### src/pkg/itfd_pkg.sv
// Package for the input terminal function decoder: codes, offsets, struct
`default_nettype none
package itfd_pkg;
    localparam int unsigned NUM_TERM = 10;
    localparam int unsigned HS_TERM = 9;
    localparam int unsigned CODE_W = 6;
    localparam int unsigned CNT_W = 16;
    localparam logic [CODE_W-1:0] FN_NONE = 6'h00;
    localparam logic [CODE_W-1:0] FN_ACC_HOLD = 6'h15;
    localparam logic [CODE_W-1:0] FN_PID_PAUSE = 6'h16;
    localparam logic [CODE_W-1:0] FN_SEQ_RESET = 6'h17;
    localparam logic [CODE_W-1:0] FN_SWING_PAUSE = 6'h18;
    localparam logic [CODE_W-1:0] FN_EVT_COUNT = 6'h19;
    localparam logic [CODE_W-1:0] FN_EVT_CLEAR = 6'h1a;
    localparam logic [CODE_W-1:0] FN_LEN_COUNT = 6'h1b;
    localparam logic [CODE_W-1:0] FN_LEN_CLEAR = 6'h1c;
    localparam logic [CODE_W-1:0] FN_TRQ_BLOCK = 6'h1d;
    localparam logic [CODE_W-1:0] FN_PULSE_IN = 6'h1e;
    localparam logic [CODE_W-1:0] FN_DC_BRAKE = 6'h20;
    localparam logic [CODE_W-1:0] FN_EXT_FAULT = 6'h21;
    localparam logic [CODE_W-1:0] FN_FREF_LOCK = 6'h22;
    localparam logic [CODE_W-1:0] FN_PID_INVERT = 6'h23;
    localparam logic [CODE_W-1:0] FN_PANEL_STOP = 6'h24;
    localparam logic [CODE_W-1:0] FN_SRC_COMM = 6'h25;
    localparam logic [CODE_W-1:0] FN_INT_PAUSE = 6'h26;
    localparam logic [CODE_W-1:0] FN_MOTOR_SEL = 6'h29;
    localparam logic [CODE_W-1:0] FN_PID_SET = 6'h2b;
    localparam logic [CODE_W-1:0] FN_MODE_SWAP = 6'h2e;
    localparam logic [CODE_W-1:0] FN_ESTOP = 6'h2f;
    localparam logic [CODE_W-1:0] FN_STOP_DEC4 = 6'h30;
    localparam logic [CODE_W-1:0] FN_DEC_BRAKE = 6'h31;
    localparam logic [CODE_W-1:0] FN_RUNTIME_CLR = 6'h32;
    localparam logic [31:0] ADDR_CTRL = 32'h0000_0000;
    localparam logic [31:0] ADDR_STATUS = 32'h0000_0004;
    localparam logic [31:0] ADDR_EVT_CNT = 32'h0000_0008;
    localparam logic [31:0] ADDR_LEN_CNT = 32'h0000_000c;
    localparam logic [31:0] ADDR_CODE_BASE = 32'h0000_0010;
    localparam logic [31:0] CODE_BASE_IDX = 32'h0000_0004;
    localparam logic [31:0] DATA_ZERO = 32'h0000_0000;
    localparam int unsigned CTRL_SRC_LSB = 0;
    localparam int unsigned CTRL_PIDSW_BIT = 2;
    localparam int unsigned CTRL_TRQ_BIT = 3;
    localparam logic [1:0] SRC_PANEL = 2'h0;
    localparam logic [1:0] SRC_TERM = 2'h1;
    localparam logic [1:0] SRC_COMM = 2'h2;
    localparam logic [3:0] CTRL_RST = 4'h1;
    localparam logic [CNT_W-1:0] CNT_ONE = 16'h0001;
    localparam logic [CNT_W-1:0] CNT_ZERO = 16'h0000;

    // Decoded drive actions, each a level but edge-set dc_brake_now, estop and dec_brake, the one-cycle runtime_clr pulse and ext_fault, latched until reset
    typedef struct packed {
        logic freq_hold;
        logic pid_pause;
        logic seq_reset;
        logic swing_pause;
        logic torque_block;
        logic pulse_mode;
        logic dc_brake_now;
        logic ext_fault;
        logic fref_lock;
        logic pid_invert;
        logic panel_stop;
        logic int_pause;
        logic motor2_sel;
        logic pid_set2;
        logic torque_mode;
        logic estop;
        logic stop_dec4;
        logic dec_brake;
        logic runtime_clr;
    } itfd_act_t;
    localparam int unsigned ACT_W = 19;
endpackage : itfd_pkg
`default_nettype wire

### src/rtl/itfd_top.sv
// Input terminal function decoder with APB register access
`default_nettype none
module itfd_top #(
    parameter int unsigned NUM_TERM = itfd_pkg::NUM_TERM
) (
    input wire logic i_core_clk,
    input wire logic i_rst,
    input wire logic [NUM_TERM-1:0] i_term,
    input wire logic i_psel,
    input wire logic i_penable,
    input wire logic i_pwrite,
    input wire logic [31:0] i_paddr,
    input wire logic [31:0] i_pwdata,
    output logic [31:0] o_prdata,
    output logic o_pready,
    output logic o_pslverr,
    output itfd_pkg::itfd_act_t o_act,
    output logic [1:0] o_cmd_src,
    output logic [itfd_pkg::CNT_W-1:0] o_evt_cnt,
    output logic [itfd_pkg::CNT_W-1:0] o_len_cnt
);
    localparam int unsigned CW = itfd_pkg::CODE_W;
    localparam int unsigned NW = itfd_pkg::CNT_W;
    localparam int unsigned NCODE = 1 << CW;

    logic [NUM_TERM-1:0] sync1_q;
    logic [NUM_TERM-1:0] sync2_q;
    logic [NUM_TERM-1:0] prev_q;
    logic [CW-1:0] code_q [NUM_TERM];
    logic [3:0] ctrl_q;
    logic [1:0] src_q;
    logic [NW-1:0] evt_q;
    logic [NW-1:0] len_q;
    logic [31:0] prdata_q;
    logic pready_q;
    logic pslverr_q;
    itfd_pkg::itfd_act_t act_q;
    itfd_pkg::itfd_act_t act_d;

    // Terminal synchroniser, two stages
    always_ff @(posedge i_core_clk) begin
        if (i_rst) begin
            sync1_q <= '0;
            sync2_q <= '0;
            prev_q <= '0;
        end else begin
            sync1_q <= i_term;
            sync2_q <= sync1_q;
            prev_q <= sync2_q;
        end
    end

    wire logic [NUM_TERM-1:0] rise = sync2_q & ~prev_q;

    // Per-function level and rising masks
    logic [NUM_TERM-1:0] lv [NCODE];
    logic [NUM_TERM-1:0] rs [NCODE];
    genvar gc, gt;
    generate
        for (gc = 0; gc < NCODE; gc++) begin : g_code
            for (gt = 0; gt < NUM_TERM; gt++) begin : g_term
                // Pulse code only on fast terminal
                wire logic ok = (gc != int'(itfd_pkg::FN_PULSE_IN)) ||
                    (gt == int'(itfd_pkg::HS_TERM));
                assign lv[gc][gt] = ok && sync2_q[gt] &&
                    (code_q[gt] == CW'(gc));
                assign rs[gc][gt] = ok && rise[gt] &&
                    (code_q[gt] == CW'(gc));
            end
        end
    endgenerate

    // APB decode; writes land at the edge that sees pready
    wire logic acc = i_psel && i_penable && !pready_q;
    wire logic wr = i_psel && i_penable && pready_q && i_pwrite;
    wire logic [31:0] code_idx = (i_paddr >> 2) - itfd_pkg::CODE_BASE_IDX;
    wire logic code_hit = (i_paddr >= itfd_pkg::ADDR_CODE_BASE) &&
        (code_idx < NUM_TERM) && (i_paddr[1:0] == 2'h0);
    wire logic ctrl_hit = i_paddr == itfd_pkg::ADDR_CTRL;
    wire logic mapped = ctrl_hit || code_hit ||
        i_paddr == itfd_pkg::ADDR_STATUS ||
        i_paddr == itfd_pkg::ADDR_EVT_CNT ||
        i_paddr == itfd_pkg::ADDR_LEN_CNT;
    wire logic cfg_trq = ctrl_q[itfd_pkg::CTRL_TRQ_BIT];
    wire logic [31:0] rd_mux =
        ctrl_hit ? {28'h000_0000, ctrl_q} :
        (i_paddr == itfd_pkg::ADDR_STATUS) ?
            {11'h000, act_q, src_q} :
        (i_paddr == itfd_pkg::ADDR_EVT_CNT) ? {16'h0000, evt_q} :
        (i_paddr == itfd_pkg::ADDR_LEN_CNT) ? {16'h0000, len_q} :
        code_hit ? {26'h000_0000, code_q[code_idx[3:0]]} :
        itfd_pkg::DATA_ZERO;

    // Bus answer one cycle into access phase
    always_ff @(posedge i_core_clk) begin
        if (i_rst) begin
            pready_q <= 1'b0;
            pslverr_q <= 1'b0;
            prdata_q <= itfd_pkg::DATA_ZERO;
        end else begin
            pready_q <= acc;
            pslverr_q <= acc && !mapped;
            prdata_q <= (acc && !i_pwrite) ? rd_mux : itfd_pkg::DATA_ZERO;
        end
    end

    // Function code table, zero means no function
    always_ff @(posedge i_core_clk) begin
        for (int t = 0; t < NUM_TERM; t++) begin
            if (i_rst) begin
                code_q[t] <= itfd_pkg::FN_NONE;
            end else if (wr && code_hit && code_idx[3:0] == 4'(t)) begin
                code_q[t] <= i_pwdata[CW-1:0];
            end
        end
    end

    // Control register
    always_ff @(posedge i_core_clk) begin
        if (i_rst) begin
            ctrl_q <= itfd_pkg::CTRL_RST;
        end else if (wr && ctrl_hit) begin
            ctrl_q <= i_pwdata[3:0];
        end
    end

    // Event and length counters; clear wins
    wire logic evt_inc = |rs[itfd_pkg::FN_EVT_COUNT];
    wire logic evt_clr = |lv[itfd_pkg::FN_EVT_CLEAR];
    wire logic len_inc = |rs[itfd_pkg::FN_LEN_COUNT];
    wire logic len_clr = |lv[itfd_pkg::FN_LEN_CLEAR];
    always_ff @(posedge i_core_clk) begin
        if (i_rst) begin
            evt_q <= itfd_pkg::CNT_ZERO;
            len_q <= itfd_pkg::CNT_ZERO;
        end else begin
            evt_q <= evt_clr ? itfd_pkg::CNT_ZERO :
                evt_inc ? evt_q + itfd_pkg::CNT_ONE : evt_q;
            len_q <= len_clr ? itfd_pkg::CNT_ZERO :
                len_inc ? len_q + itfd_pkg::CNT_ONE : len_q;
        end
    end

    // Command source: config write loads, terminal switches
    wire logic to_comm = (|rs[itfd_pkg::FN_SRC_COMM]) &&
        src_q == itfd_pkg::SRC_TERM;
    always_ff @(posedge i_core_clk) begin
        if (i_rst) begin
            src_q <= itfd_pkg::SRC_TERM;
        end else if (to_comm) begin
            src_q <= itfd_pkg::SRC_COMM;
        end else if (wr && ctrl_hit) begin
            src_q <= i_pwdata[itfd_pkg::CTRL_SRC_LSB +: 2];
        end
    end

    // Unlisted codes ignored
    // Action decode; unlisted codes drive no action
    always_comb begin
        act_d = act_q;
        act_d.freq_hold = |lv[itfd_pkg::FN_ACC_HOLD];
        act_d.pid_pause = |lv[itfd_pkg::FN_PID_PAUSE];
        act_d.seq_reset = |lv[itfd_pkg::FN_SEQ_RESET];
        act_d.swing_pause = |lv[itfd_pkg::FN_SWING_PAUSE];
        act_d.torque_block = |lv[itfd_pkg::FN_TRQ_BLOCK];
        act_d.pulse_mode = |lv[itfd_pkg::FN_PULSE_IN];
        act_d.dc_brake_now = (|rs[itfd_pkg::FN_DC_BRAKE]) ||
            (act_q.dc_brake_now && |lv[itfd_pkg::FN_DC_BRAKE]);
        act_d.ext_fault = act_q.ext_fault || |rs[itfd_pkg::FN_EXT_FAULT];
        act_d.fref_lock = |lv[itfd_pkg::FN_FREF_LOCK];
        act_d.pid_invert = |lv[itfd_pkg::FN_PID_INVERT];
        act_d.panel_stop = (|lv[itfd_pkg::FN_PANEL_STOP]) &&
            src_q == itfd_pkg::SRC_PANEL;
        act_d.int_pause = |lv[itfd_pkg::FN_INT_PAUSE];
        act_d.motor2_sel = |lv[itfd_pkg::FN_MOTOR_SEL];
        act_d.pid_set2 = ctrl_q[itfd_pkg::CTRL_PIDSW_BIT] &&
            |lv[itfd_pkg::FN_PID_SET];
        act_d.torque_mode = (cfg_trq ^ |lv[itfd_pkg::FN_MODE_SWAP]) &&
            !act_d.torque_block;
        act_d.estop = (|rs[itfd_pkg::FN_ESTOP]) ||
            (act_q.estop && |lv[itfd_pkg::FN_ESTOP]);
        act_d.stop_dec4 = |lv[itfd_pkg::FN_STOP_DEC4];
        act_d.dec_brake = (|rs[itfd_pkg::FN_DEC_BRAKE]) ||
            (act_q.dec_brake && |lv[itfd_pkg::FN_DEC_BRAKE]);
        act_d.runtime_clr = |rs[itfd_pkg::FN_RUNTIME_CLR];
    end

    always_ff @(posedge i_core_clk) begin
        if (i_rst) begin
            act_q <= '0;
        end else begin
            act_q <= act_d;
        end
    end

    assign o_act = act_q;
    assign o_cmd_src = src_q;
    assign o_evt_cnt = evt_q;
    assign o_len_cnt = len_q;
    assign o_prdata = prdata_q;
    assign o_pready = pready_q;
    assign o_pslverr = pslverr_q;

    // Assertions on counters, latches, source and bus answer
    property p_evt_inc;
        @(posedge i_core_clk) disable iff (i_rst)
        (evt_inc && !evt_clr) |=>
            (evt_q == $past(evt_q) + itfd_pkg::CNT_ONE);
    endproperty
    a_evt_inc: assert property (p_evt_inc)
        else $error("event count miss");
    property p_evt_clr;
        @(posedge i_core_clk) disable iff (i_rst)
        evt_clr |=> (evt_q == itfd_pkg::CNT_ZERO);
    endproperty
    a_evt_clr: assert property (p_evt_clr)
        else $error("event count not cleared");
    property p_len_clr;
        @(posedge i_core_clk) disable iff (i_rst)
        len_clr |=> (len_q == itfd_pkg::CNT_ZERO);
    endproperty
    a_len_clr: assert property (p_len_clr)
        else $error("length not cleared");
    property p_trq;
        @(posedge i_core_clk) disable iff (i_rst)
        act_q.torque_block |-> !act_q.torque_mode;
    endproperty
    a_trq: assert property (p_trq)
        else $error("torque not blocked");
    property p_fault;
        @(posedge i_core_clk) disable iff (i_rst)
        $rose(act_q.ext_fault) |=> act_q.ext_fault [*4];
    endproperty
    a_fault: assert property (p_fault)
        else $error("fault dropped");
    property p_fault_set;
        @(posedge i_core_clk) disable iff (i_rst)
        (|rs[itfd_pkg::FN_EXT_FAULT]) |=> act_q.ext_fault;
    endproperty
    a_fault_set: assert property (p_fault_set)
        else $error("fault not raised");
    property p_dc_now;
        @(posedge i_core_clk) disable iff (i_rst)
        (|rs[itfd_pkg::FN_DC_BRAKE]) |=> act_q.dc_brake_now;
    endproperty
    a_dc_now: assert property (p_dc_now)
        else $error("dc brake not entered");
    property p_estop;
        @(posedge i_core_clk) disable iff (i_rst)
        (|rs[itfd_pkg::FN_ESTOP]) |=> act_q.estop;
    endproperty
    a_estop: assert property (p_estop)
        else $error("emergency stop missed");
    property p_dec_brake;
        @(posedge i_core_clk) disable iff (i_rst)
        (|rs[itfd_pkg::FN_DEC_BRAKE]) |=> act_q.dec_brake;
    endproperty
    a_dec_brake: assert property (p_dec_brake)
        else $error("decel brake missed");
    property p_pulse;
        @(posedge i_core_clk) disable iff (i_rst)
        act_q.pulse_mode |->
            $past(code_q[itfd_pkg::HS_TERM]) == itfd_pkg::FN_PULSE_IN;
    endproperty
    a_pulse: assert property (p_pulse)
        else $error("pulse mode off fast terminal");
    property p_comm;
        @(posedge i_core_clk) disable iff (i_rst)
        to_comm |=> (o_cmd_src == itfd_pkg::SRC_COMM);
    endproperty
    a_comm: assert property (p_comm)
        else $error("source not comm");
    property p_panel;
        @(posedge i_core_clk) disable iff (i_rst)
        act_q.panel_stop |-> $past(src_q) == itfd_pkg::SRC_PANEL;
    endproperty
    a_panel: assert property (p_panel)
        else $error("panel stop wrong");
    property p_pidset;
        @(posedge i_core_clk) disable iff (i_rst)
        act_q.pid_set2 |-> $past(ctrl_q[itfd_pkg::CTRL_PIDSW_BIT]);
    endproperty
    a_pidset: assert property (p_pidset)
        else $error("pid set wrong");
    property p_rtclr;
        @(posedge i_core_clk) disable iff (i_rst)
        act_q.runtime_clr |=> !act_q.runtime_clr;
    endproperty
    a_rtclr: assert property (p_rtclr)
        else $error("clear not pulse");
    property p_ready;
        @(posedge i_core_clk) disable iff (i_rst)
        (i_psel && !i_penable) ##1 (i_psel && i_penable) |=> o_pready;
    endproperty
    a_ready: assert property (p_ready)
        else $error("no pready");
    c_evt: cover property (@(posedge i_core_clk) evt_inc);
    c_fault: cover property (@(posedge i_core_clk) $rose(act_q.ext_fault));
    c_comm: cover property (@(posedge i_core_clk) to_comm);
    c_dc: cover property (@(posedge i_core_clk) $rose(act_q.dc_brake_now));
    c_pulse: cover property (@(posedge i_core_clk) act_q.pulse_mode);
endmodule : itfd_top
`default_nettype wire

### config.mk
export PLATFORM = sky130hd
export DESIGN_NAME = itfd_top
export DESIGN_NICKNAME = d
export VERILOG_FILES = /design/src/pkg/itfd_pkg.sv /design/src/rtl/itfd_top.sv
export SDC_FILE = /design/constraint.sdc
export NUM_CORES = 1
export LEC_CHECK = 0
export ABC_CLOCK_PERIOD_IN_PS = 5400
export BUFFER_PORTS_ARGS = -buffer_cell sky130_fd_sc_hd__buf_2
export CORE_MARGIN = 4
export CORE_UTILIZATION = 50
export CTS_CLUSTER_DIAMETER = 40
export CTS_CLUSTER_SIZE = 28
export DETAILED_ROUTE_END_ITERATION = 10
export PLACE_DENSITY = 0.76
export SYNTH_ARGS = -nofsm -noshare
export SYNTH_HDL_FRONTEND = slang
export SYNTH_SLANG_ARGS = --single-unit
### constraint.sdc
create_clock -name i_core_clk -period 5.4 [get_ports i_core_clk]
set_clock_uncertainty 0.2 [all_clocks]
set_input_delay 0.27 -clock i_core_clk [delete_from_list [all_inputs] [get_ports i_core_clk]]
set_output_delay 0.27 -clock i_core_clk [all_outputs]
set_load 0.005 [all_outputs]
==> results of run 1 <==
## logic make-up (layout without fill, tap and decap cells)
| family | Yosys count | in the layout | share of synthesized area [%] |
|---|---|---|---|
| multiplexers | 32 | 32 | 4.91 |
| AND/OR/NAND/NOR | 698 | 698 | 36.1 |
| buffers and inverters | 103 | 191 | 4.56 |
| AO/OA/AOI/OAI | 170 | 170 | 11.8 |
| XOR/XNOR | 37 | 37 | 3.13 |
| other | 1 | 12 | 0.0363 |
| flip-flops | 170 | 170 | 38.7 |
| adder cells (fa/ha/maj) | 6 | 6 | 0.726 |
## worst max-delay path, cell delays in order
cell	delay, ns
buf_2	0.21
inv_1	0.23
ha_1	0.20
nor3b_1	0.44
nand2_1	0.15
nor4_1	0.32
xor2_1	0.11
nor2_1	0.47
nand2_4	0.51
o21bai_1	0.65
## final cells by class
class	count	share of cell area, %
antenna	1	0.0213
clock buffer	19	3.87
clock inverter	13	1.50
inverter	13	0.416
multi-input combinational	954	50.3
sequential	170	34.1
tap	270	2.88
timing repair buffer	146	6.91
## flip-flops by register name, summed over array words and instances (netlist names)
register	cells
o_cmd_src	2
ctrl_q	4
prev_q	10
o_evt_cnt	16
sync2_q	10
o_len_cnt	16
o_pslverr	1
sync1_q	10
o_prdata	21
o_act	19
o_pready	1
code_q	60
## path summary, 6_finish.rpt
kind                start      endpoint  slack [ns]  cells after the start
max            i_paddr[4]  code_q[4][3]        1.63                     10
min reg2reg    sync1_q[2]    sync2_q[2]        0.24                      1
min           i_pwdata[1]     ctrl_q[1]        0.02                      3
max reg2reg  code_q[2][1]  o_evt_cnt[6]        2.04                      7
## repair_timing
action | in CTS | in global routing
resized for setup | 0 | 0
hold buffers | 14 | 0
setup endpoints to repair | 0 | 0
endpoints found under the hold margin | 13 | 0
buffers inserted | 0 | 0
## through the flow
stage	power [mW]	cell area (um2)	setup slack, ns
after floorplan	1.55	10400	2.06
after global placement	1.64	11000	1.43
after detailed placement	1.64	11000	1.33
after CTS	2.94	11700	1.78
after global routing	3.02	11700	1.25
final	2.95	11700	1.63
## layout by cell type (no fill, tap or decap), drive strengths merged, types with 14 or more instances in the layout
cell type and n:
buf 132, nor2b 64, nand2b 37, mux4 15, nor3 80, nand3 52, nor2 130, dfxtp 110
nor4 106, xor2 29, edfxtp 60, dlygate4sd3 14, clkbuf 19, nand2 108, mux2i 17, a21oi 27
nand4 32, inv 20, nand3b 19, o22ai 16, o21ai 14, a31oi 21
## power by group
part           total [mW]  internal [mW]  switching, mW  leakage (nW)
clock network        1.32          0.769          0.547         0.312
registers            1.40           1.35         0.0566          1.52
logic               0.229         0.0797          0.149          2.27
## layer usage
layer / track usage (%) / vias up
met3: 7.96 / 174
met1: 45.1 / 5029
met5: 0 / -
met2: 50.9 / 882
met4: 16.6 / 0
li1: - / 4735
==> flow_metrics.env, run 1 <==
export IMPL_met3_length_um=4960
export IMPL_tritoncts="yes"
export IMPL_p_per_area_nw_per_um2=251
export IMPL_core_area_um2=20300
export IMPL_fin_tns_setup_ns=0
export IMPL_clock_sinks=170
export IMPL_multi_input_area_um2=5900
export IMPL_fill_cells=1838
export IMPL_top_layer="met4"
export IMPL_critPathMaxFanout=71
export IMPL_nNetsFinal=1387
export IMPL_grt_pass1_vias=9977
export IMPL_async_flop_share_pct=0
export IMPL_grt_setup_unrepaired="no"
export IMPL_avgSynthCellArea_um2=8.50
export IMPL_drt_iter0_drc=1678
export IMPL_io_buffers=128
export IMPL_slew_violations=0
export IMPL_synthTopCellsByArea="dfxtp_1 21%, edfxtp_1 17%, nor4_1 6.2%, nor2_1 4.7%, nand2_1 3.9%"
export IMPL_cp_arrival_ns=3.63
export IMPL_cap_violations=0
export IMPL_netlist_top_cells_count="130 x nor2_1, 110 x dfxtp_1, 107 x nand2_1, 102 x nor4_1, 80 x nor3_1"
export IMPL_grt_pass1_wl_um=60300
export IMPL_synthCells=1217
export IMPL_cp_required_ns=5.27
export IMPL_min_path_type="input port to register"
export IMPL_cts_root_buf="clkbuf_16"
export IMPL_num_vias=10800
export IMPL_fp_dieArea_um2=23000
export IMPL_initial_core_util_pct=50.9
export IMPL_seqCellArea_um2=4000
export IMPL_slew_limit_headroom_pct=30.2
export IMPL_drc=0
export IMPL_area_delta_synth_final_pct=13.5
export IMPL_pin_count=166
export IMPL_row_count=52
export IMPL_drt_met1_wl_um=15500
export IMPL_crit_path_start_kind="input port"
export IMPL_cts_path_max_buffers=2
export IMPL_ys_flop_type="dfxtp_1"
export IMPL_die_h_um=152
export IMPL_clk_pin_slew_ns=0.07
export IMPL_drtAntennaViolNets=0
export IMPL_dp_cells=1539
export IMPL_yosysTopAreaCellShare_pct=21.3
export IMPL_syn_area_um2=10300
export IMPL_period_needed_ns=3.77
export IMPL_max_freq_ghz=0.265
export IMPL_ir_drop_v=0.000218
export IMPL_grt_max_degree=72
export IMPL_htree_num_levels=4
export IMPL_grt_overflow=0
export IMPL_dpl_hpwl_um=31000
export IMPL_routed_wl_um=40300
export IMPL_via_per_inst=6.82
export IMPL_grt_usage_pct=33.5
export IMPL_final_core_util_pct=57.8
export IMPL_final_cells=1586
export IMPL_die_x_um=152
export IMPL_ys_ff_latch=170
export IMPL_antenna_found_initial=0
export IMPL_yosysSeqAreaShare_pct=38.7
export IMPL_setup_viol=0
export IMPL_p_leak_nw=4.10
export IMPL_wire_per_inst_um=25.4
export IMPL_worst_slew_pin_slew_ns=1.05
export IMPL_gp_congestion=1.16
export IMPL_synth_most_common_cell="nor2_1"
export IMPL_fin_hold_ws_ns=0.0231
export IMPL_end_kind="register"
export IMPL_worstSetupPathType="input port to register"
export IMPL_status="complete, no violations"
export IMPL_yosysWarnings=0
export IMPL_synth_edf_count=60
export IMPL_finalCritPeriodShare_pct=69.8
export IMPL_wl_met2_um=17400
export IMPL_first_pass_iters=8
export IMPL_synth_cell_type_count=66
export IMPL_worst_skew_pair_late_latency_ns=0.44
export IMPL_drive_gt1_share_pct=15.4
export IMPL_yosys_area_top_type="dfxtp_1"
export IMPL_numCtsBuffers=17
export IMPL_hold_viol_final=0
No activity file was read; power rests on OpenSTA's default activity.
==> run 2, diff against run 1 <==
Settings changed: ABC_CLOCK_PERIOD_IN_PS 5400 to 3600.
Clock period 5.4 ns to 3.6 ns, I/O delays scaled along.
==> run 2 against run 1 <==
Register-to-register slack worse by 1.6 ns. Total power rose by 49%. Global-route usage grew 2.3 points. Final cell count rose by 2.6%. Critical endpoint is now o_len_cnt[3]. Largest power group unchanged. Highest routed layer is now met5.
==> flow_metrics.env, run 2 (synthesis results as in run 1) <==
export IMPL_clock_sinks=170
export IMPL_cp_required_ns=3.69
export IMPL_pin_count=166
export IMPL_p_leak_nw=4.29
export IMPL_routed_wl_um=43100
export IMPL_initial_core_util_pct=50.9
export IMPL_gp_congestion=1.05
export IMPL_numCtsBuffers=17
export IMPL_setup_viol=0
export IMPL_ir_drop_v=0.000297
export IMPL_status="complete, no violations"
export IMPL_final_core_util_pct=59.4
export IMPL_crit_family="simple AND/OR/NAND/NOR gates"
export IMPL_io_buffers=128
export IMPL_critPathMaxFanout=16
export IMPL_fill_cells=1831
export IMPL_final_area_um2=12100
export IMPL_drt_iter0_drc=1363
export IMPL_nNetsFinal=1429
export IMPL_setup_ws_ns=0.427
export IMPL_slew_limit_headroom_pct=26.1
export IMPL_largest_reg_flops=60
export IMPL_tritoncts="yes"
export IMPL_final_cells=1627
export IMPL_grt_overflow=0
export IMPL_cp_slowest_stage_delay_ns=0.88
export IMPL_cts_path_max_buffers=2
export IMPL_grt_setup_unrepaired="no"
export IMPL_place_area_um2=11200
export IMPL_grt_pass1_wl_um=63000
export IMPL_num_vias=10900
export IMPL_cts_root_buf="clkbuf_16"
export IMPL_crit_path_start_kind="register"
export IMPL_min_path_type="input port to register"
export IMPL_wire_per_inst_um=26.5
export IMPL_grt_max_degree=66
export IMPL_crit_chain="nand4b_1, nor4_1, or4_1, or4_1, nand4_1, xor2_1, nor2_1"
export IMPL_path_buf_inv=0
export IMPL_worstSetupPathType="register to register"
export IMPL_grt_pass1_vias=9950
export IMPL_die_h_um=152
export IMPL_worst_skew_pair_late_latency_ns=0.45
export IMPL_antenna_cells=0
export IMPL_cp_arrival_ns=3.27
export IMPL_max_freq_ghz=0.315
export IMPL_finalCritPeriodShare_pct=88.1
export IMPL_pre_cts_slack_ns=0.155
export IMPL_die_x_um=152
export IMPL_core_area_um2=20300
export IMPL_worst_slew_pin_slew_ns=1.08
export IMPL_via_per_inst=6.71
export IMPL_layout_common_cells="130 x nor2_1, 128 x buf_2, 110 x dfxtp_1, 107 x nand2_1, 102 x nor4_1"
export IMPL_drc=0
export IMPL_worst_path_max_delay_cell="or4_1"
export IMPL_antenna_found_initial=1
export IMPL_fin_tns_setup_ns=0
export IMPL_dpl_hpwl_um=33700
export IMPL_dp_cells=1574
export IMPL_clk_pin_slew_ns=0.09
export IMPL_end_kind="register"
export IMPL_drive_gt1_share_pct=17.5
export IMPL_cap_violations=0
export IMPL_row_count=52
export IMPL_slew_violations=0
export IMPL_area_delta_synth_final_pct=16.6
export IMPL_fp_dieArea_um2=23000
export IMPL_timing_critical_path_mode_cell="or4_1"
export IMPL_period_needed_ns=3.17
export IMPL_grt_usage_pct=35.8
export IMPL_layout_commonest_cell="nor2_1"
export IMPL_hold_viol_final=0
export IMPL_drtAntennaViolNets=0
export IMPL_first_pass_iters=7
export IMPL_p_per_area_nw_per_um2=365
export IMPL_htree_num_levels=4
export IMPL_regMostFlops="code_q"
==> run 2: timing repair <==
item	in CTS	in global routing
setup buffers	0	0
endpoints found under the hold margin	24	0
gates resized for setup	0	0
hold buffers	21	0
==> run 2: per-layer routing <==
layer | up-vias | part of all wire, % | GRT usage (%)
met3 | 164 | 10 | 6.43
met1 | 5118 | 40 | 48.5
met4 | 2 | 6.5 | 19.6
li1 | 4820 | - | -
met2 | 810 | 44 | 54.7
met5 | - | 0.016 | 0
==> run 2: final cells by class <==
cell class | instances | area (um2) | area share [%]
sequential | 170 | 4000 | 33.2
clock buffer | 17 | 425 | 3.53
inverter | 13 | 48.8 | 0.405
multi-input combinational | 954 | 5900 | 49.0
clock inverter | 15 | 189 | 1.57
tap | 270 | 338 | 2.80
timing repair buffer | 188 | 1140 | 9.49
==> run 2: final timing paths <==
| path | start | endpoint | slack (ns) | cells after the start |
|---|---|---|---|---|
| worst min register to register | sync1_q[3] | sync2_q[3] | 0.24 | 1 |
| worst max register to register | code_q[4][3] | o_len_cnt[3] | 0.43 | 7 |
| worst min-delay path | i_paddr[25] | o_prdata[0] | 0.06 | 5 |
| worst max-delay path | code_q[4][3] | o_len_cnt[3] | 0.43 | 7 |
==> run 2: power by group <==
part / internal [mW] / total, mW / switching (mW)
registers: 2.02 / 2.09 / 0.0680
logic: 0.136 / 0.389 / 0.253
clock network: 0.953 / 1.92 / 0.966
total: 3.11 / 4.40 / 1.29
==> run 2: worst register-to-register path, delay by kind of cell, from the launching register on <==
kind	cells	cell delay (ns)
and+or+nand+nor	6	2.11
DFF	1	0.54
xor gates and xnor gates	1	0.17
==> run 2: stage by stage <==
step | hold slack [ns] | total power [mW]
6_report | 0.0578 | 4.40
2_1_floorplan | 0.0764 | 2.32
4_1_cts | 0.0336 | 4.39
3_5_place_dp | 0.192 | 2.49
5_1_grt | 0.0538 | 4.51
3_3_place_gp | 0.191 | 2.48
==> run 3, diff against run 2 <==
==> constraint.sdc (replaced) <==
create_clock -name i_core_clk -period 3.6 [get_ports i_core_clk]
set_clock_uncertainty 0.2 [all_clocks]
set_input_delay 0.72 -clock i_core_clk [delete_from_list [all_inputs] [get_ports i_core_clk]]
set_output_delay 0.72 -clock i_core_clk [all_outputs]
set_load 0.005 [all_outputs]
==> run 3 against run 2 <==
Clock power about the same. Design area about the same. Register-to-register slack got worse by 0.04 ns. Highest routed layer is now met4. Largest power group unchanged. Worst hold slack improved by 0.18 ns. Critical endpoint is now code_q[7][5].
==> flow_metrics.env, run 3 (synthesis results as in run 1) <==
export IMPL_status="complete, no violations"
export IMPL_clk_pin_slew_ns=0.08
export IMPL_first_pass_iters=5
export IMPL_pin_count=166
export IMPL_period_needed_ns=3.22
export IMPL_core_area_um2=20300
export IMPL_crit_path_start="i_paddr[5]"
export IMPL_pre_cts_slack_ns=-0.100
export IMPL_grt_pass1_vias=10000
export IMPL_layout_common_cells="130 x nor2_1, 128 x buf_2, 110 x dfxtp_1, 107 x nand2_1, 102 x nor4_1"
export IMPL_crit_path_end="code_q[7][5]"
export IMPL_drt_iter0_drc=1624
export IMPL_worst_skew_pair_late_latency_ns=0.45
export IMPL_grt_setup_unrepaired="no"
export IMPL_cp_required_ns=3.62
export IMPL_grt_overflow=0
export IMPL_fin_hold_ws_ns=0.240
export IMPL_cts_root_buf="clkbuf_16"
export IMPL_ir_drop_v=0.000303
export IMPL_largest_reg_flops=60
export IMPL_crit_path_start_kind="input port"
export IMPL_slew_limit_headroom_pct=31.6
export IMPL_initial_core_util_pct=50.9
export IMPL_io_buffers=128
export IMPL_routed_wl_um=44000
export IMPL_drtAntennaViolNets=0
export IMPL_grt_pass1_wl_um=64700
export IMPL_num_vias=11000
export IMPL_finalCritPeriodShare_pct=89.3
export IMPL_grt_max_degree=61
export IMPL_setup_ws_ns=0.384
export IMPL_die_h_um=152
export IMPL_cap_violations=0
export IMPL_grt_usage_pct=36.7
export IMPL_reg2reg_to="o_len_cnt[8]"
export IMPL_htree_num_levels=4
export IMPL_max_freq_ghz=0.311
export IMPL_hold_viol_final=0
export IMPL_area_delta_synth_final_pct=16.5
export IMPL_r2r_start="code_q[2][5]"
export IMPL_cts_hold_buffers=0
export IMPL_wire_per_inst_um=27.1
export IMPL_worst_slew_pin_slew_ns=1.03
export IMPL_numCtsBuffers=17
export IMPL_drc=0
export IMPL_reg2reg_depth=7
export IMPL_cts_path_max_buffers=2
export IMPL_drive_gt1_share_pct=19.7
export IMPL_clock_sinks=170
export IMPL_regMostFlops="code_q"
export IMPL_end_kind="register"
export IMPL_min_path_type="register to register"
export IMPL_holdCritStartpoint="sync1_q[3]"
export IMPL_setup_viol=0
export IMPL_slew_violations=0
export IMPL_layout_commonest_cell="nor2_1"
export IMPL_tritoncts="yes"
export IMPL_critPathMaxFanout=27
export IMPL_post_cts_resized=0
export IMPL_die_x_um=152
export IMPL_antenna_found_initial=0
export IMPL_antenna_cells=0
export IMPL_fin_total_pwr_mw=4.43
export IMPL_worstSetupPathType="input port to register"
export IMPL_row_count=52
export IMPL_nNetsFinal=1425
export IMPL_fp_dieArea_um2=23000
export IMPL_cp_arrival_ns=3.23
export IMPL_final_core_util_pct=59.3
export IMPL_p_per_area_nw_per_um2=368
export IMPL_via_per_inst=6.77
export IMPL_r2r_slack_ns=0.39
export IMPL_p_leak_nw=4.32
export IMPL_fill_cells=1833
export IMPL_dpl_hpwl_um=34600
export IMPL_gp_congestion=1.11
export IMPL_post_cts_buffers=0
-- run 3: how the worst min path moves through the flow --
stage,endpoint,slack [ns],cells past startpoint
after floorplan,sync2_q[0],0.21,1
after global placement,sync2_q[3],0.22,1
after detailed placement,sync2_q[3],0.22,1
after CTS,sync2_q[1],0.24,1
after global routing,sync2_q[1],0.25,1
final,sync2_q[3],0.24,1
-- run 3: routing by layer --
metal	GRT usage [%]	vias to the layer above	part of all wire, %
li1	-	4817	-
met3	6.37	139	10
met5	0	-	0
met1	50.1	5245	40
met4	15.6	0	5.0
met2	57.7	785	45
-- run 3: layout make-up --
| class | instances | area [um2] | share of cell area, % |
|---|---|---|---|
| Tap cell | 270 | 338 | 2.80 |
| Inverter | 13 | 48.8 | 0.405 |
| Clock buffer | 17 | 425 | 3.53 |
| Timing Repair Buffer | 184 | 1060 | 8.81 |
| Clock inverter | 15 | 206 | 1.71 |
| Sequential cell | 170 | 4000 | 33.2 |
| Multi-Input combinational cell | 954 | 5960 | 49.5 |
-- run 3: report_power, final --
| part | internal [mW] | switching (mW) | leakage (nW) |
|---|---|---|---|
| Sequential | 2.02 | 0.0609 | 1.52 |
| Combinational | 0.134 | 0.268 | 2.50 |
| Clock | 0.966 | 0.984 | 0.304 |
| Total | 3.12 | 1.31 | 4.32 |
-- run 3: through the flow --
| step | std cells | setup TNS, ns | area (um2) |
|---|---|---|---|
| floorplan | 1227 | 0 | 10400 |
| global placement | 1591 | 0 | 11400 |
| detailed placement | 1591 | -0.164 | 11400 |
| CTS | 1623 | 0 | 12000 |
| global route | 1623 | 0 | 12000 |
| finish | 1623 | 0 | 12000 |
-- run 3: worst max-delay path, cell delays in order --
cell and delay, ns:
buf_2 0.15, inv_1 0.10, ha_1 0.17, nor3b_2 0.29
nand2_1 0.11, nor4_1 0.26, xor2_1 0.15, nor4_4 0.32
nand2_4 0.27, buf_4 0.29, nor4_1 0.37
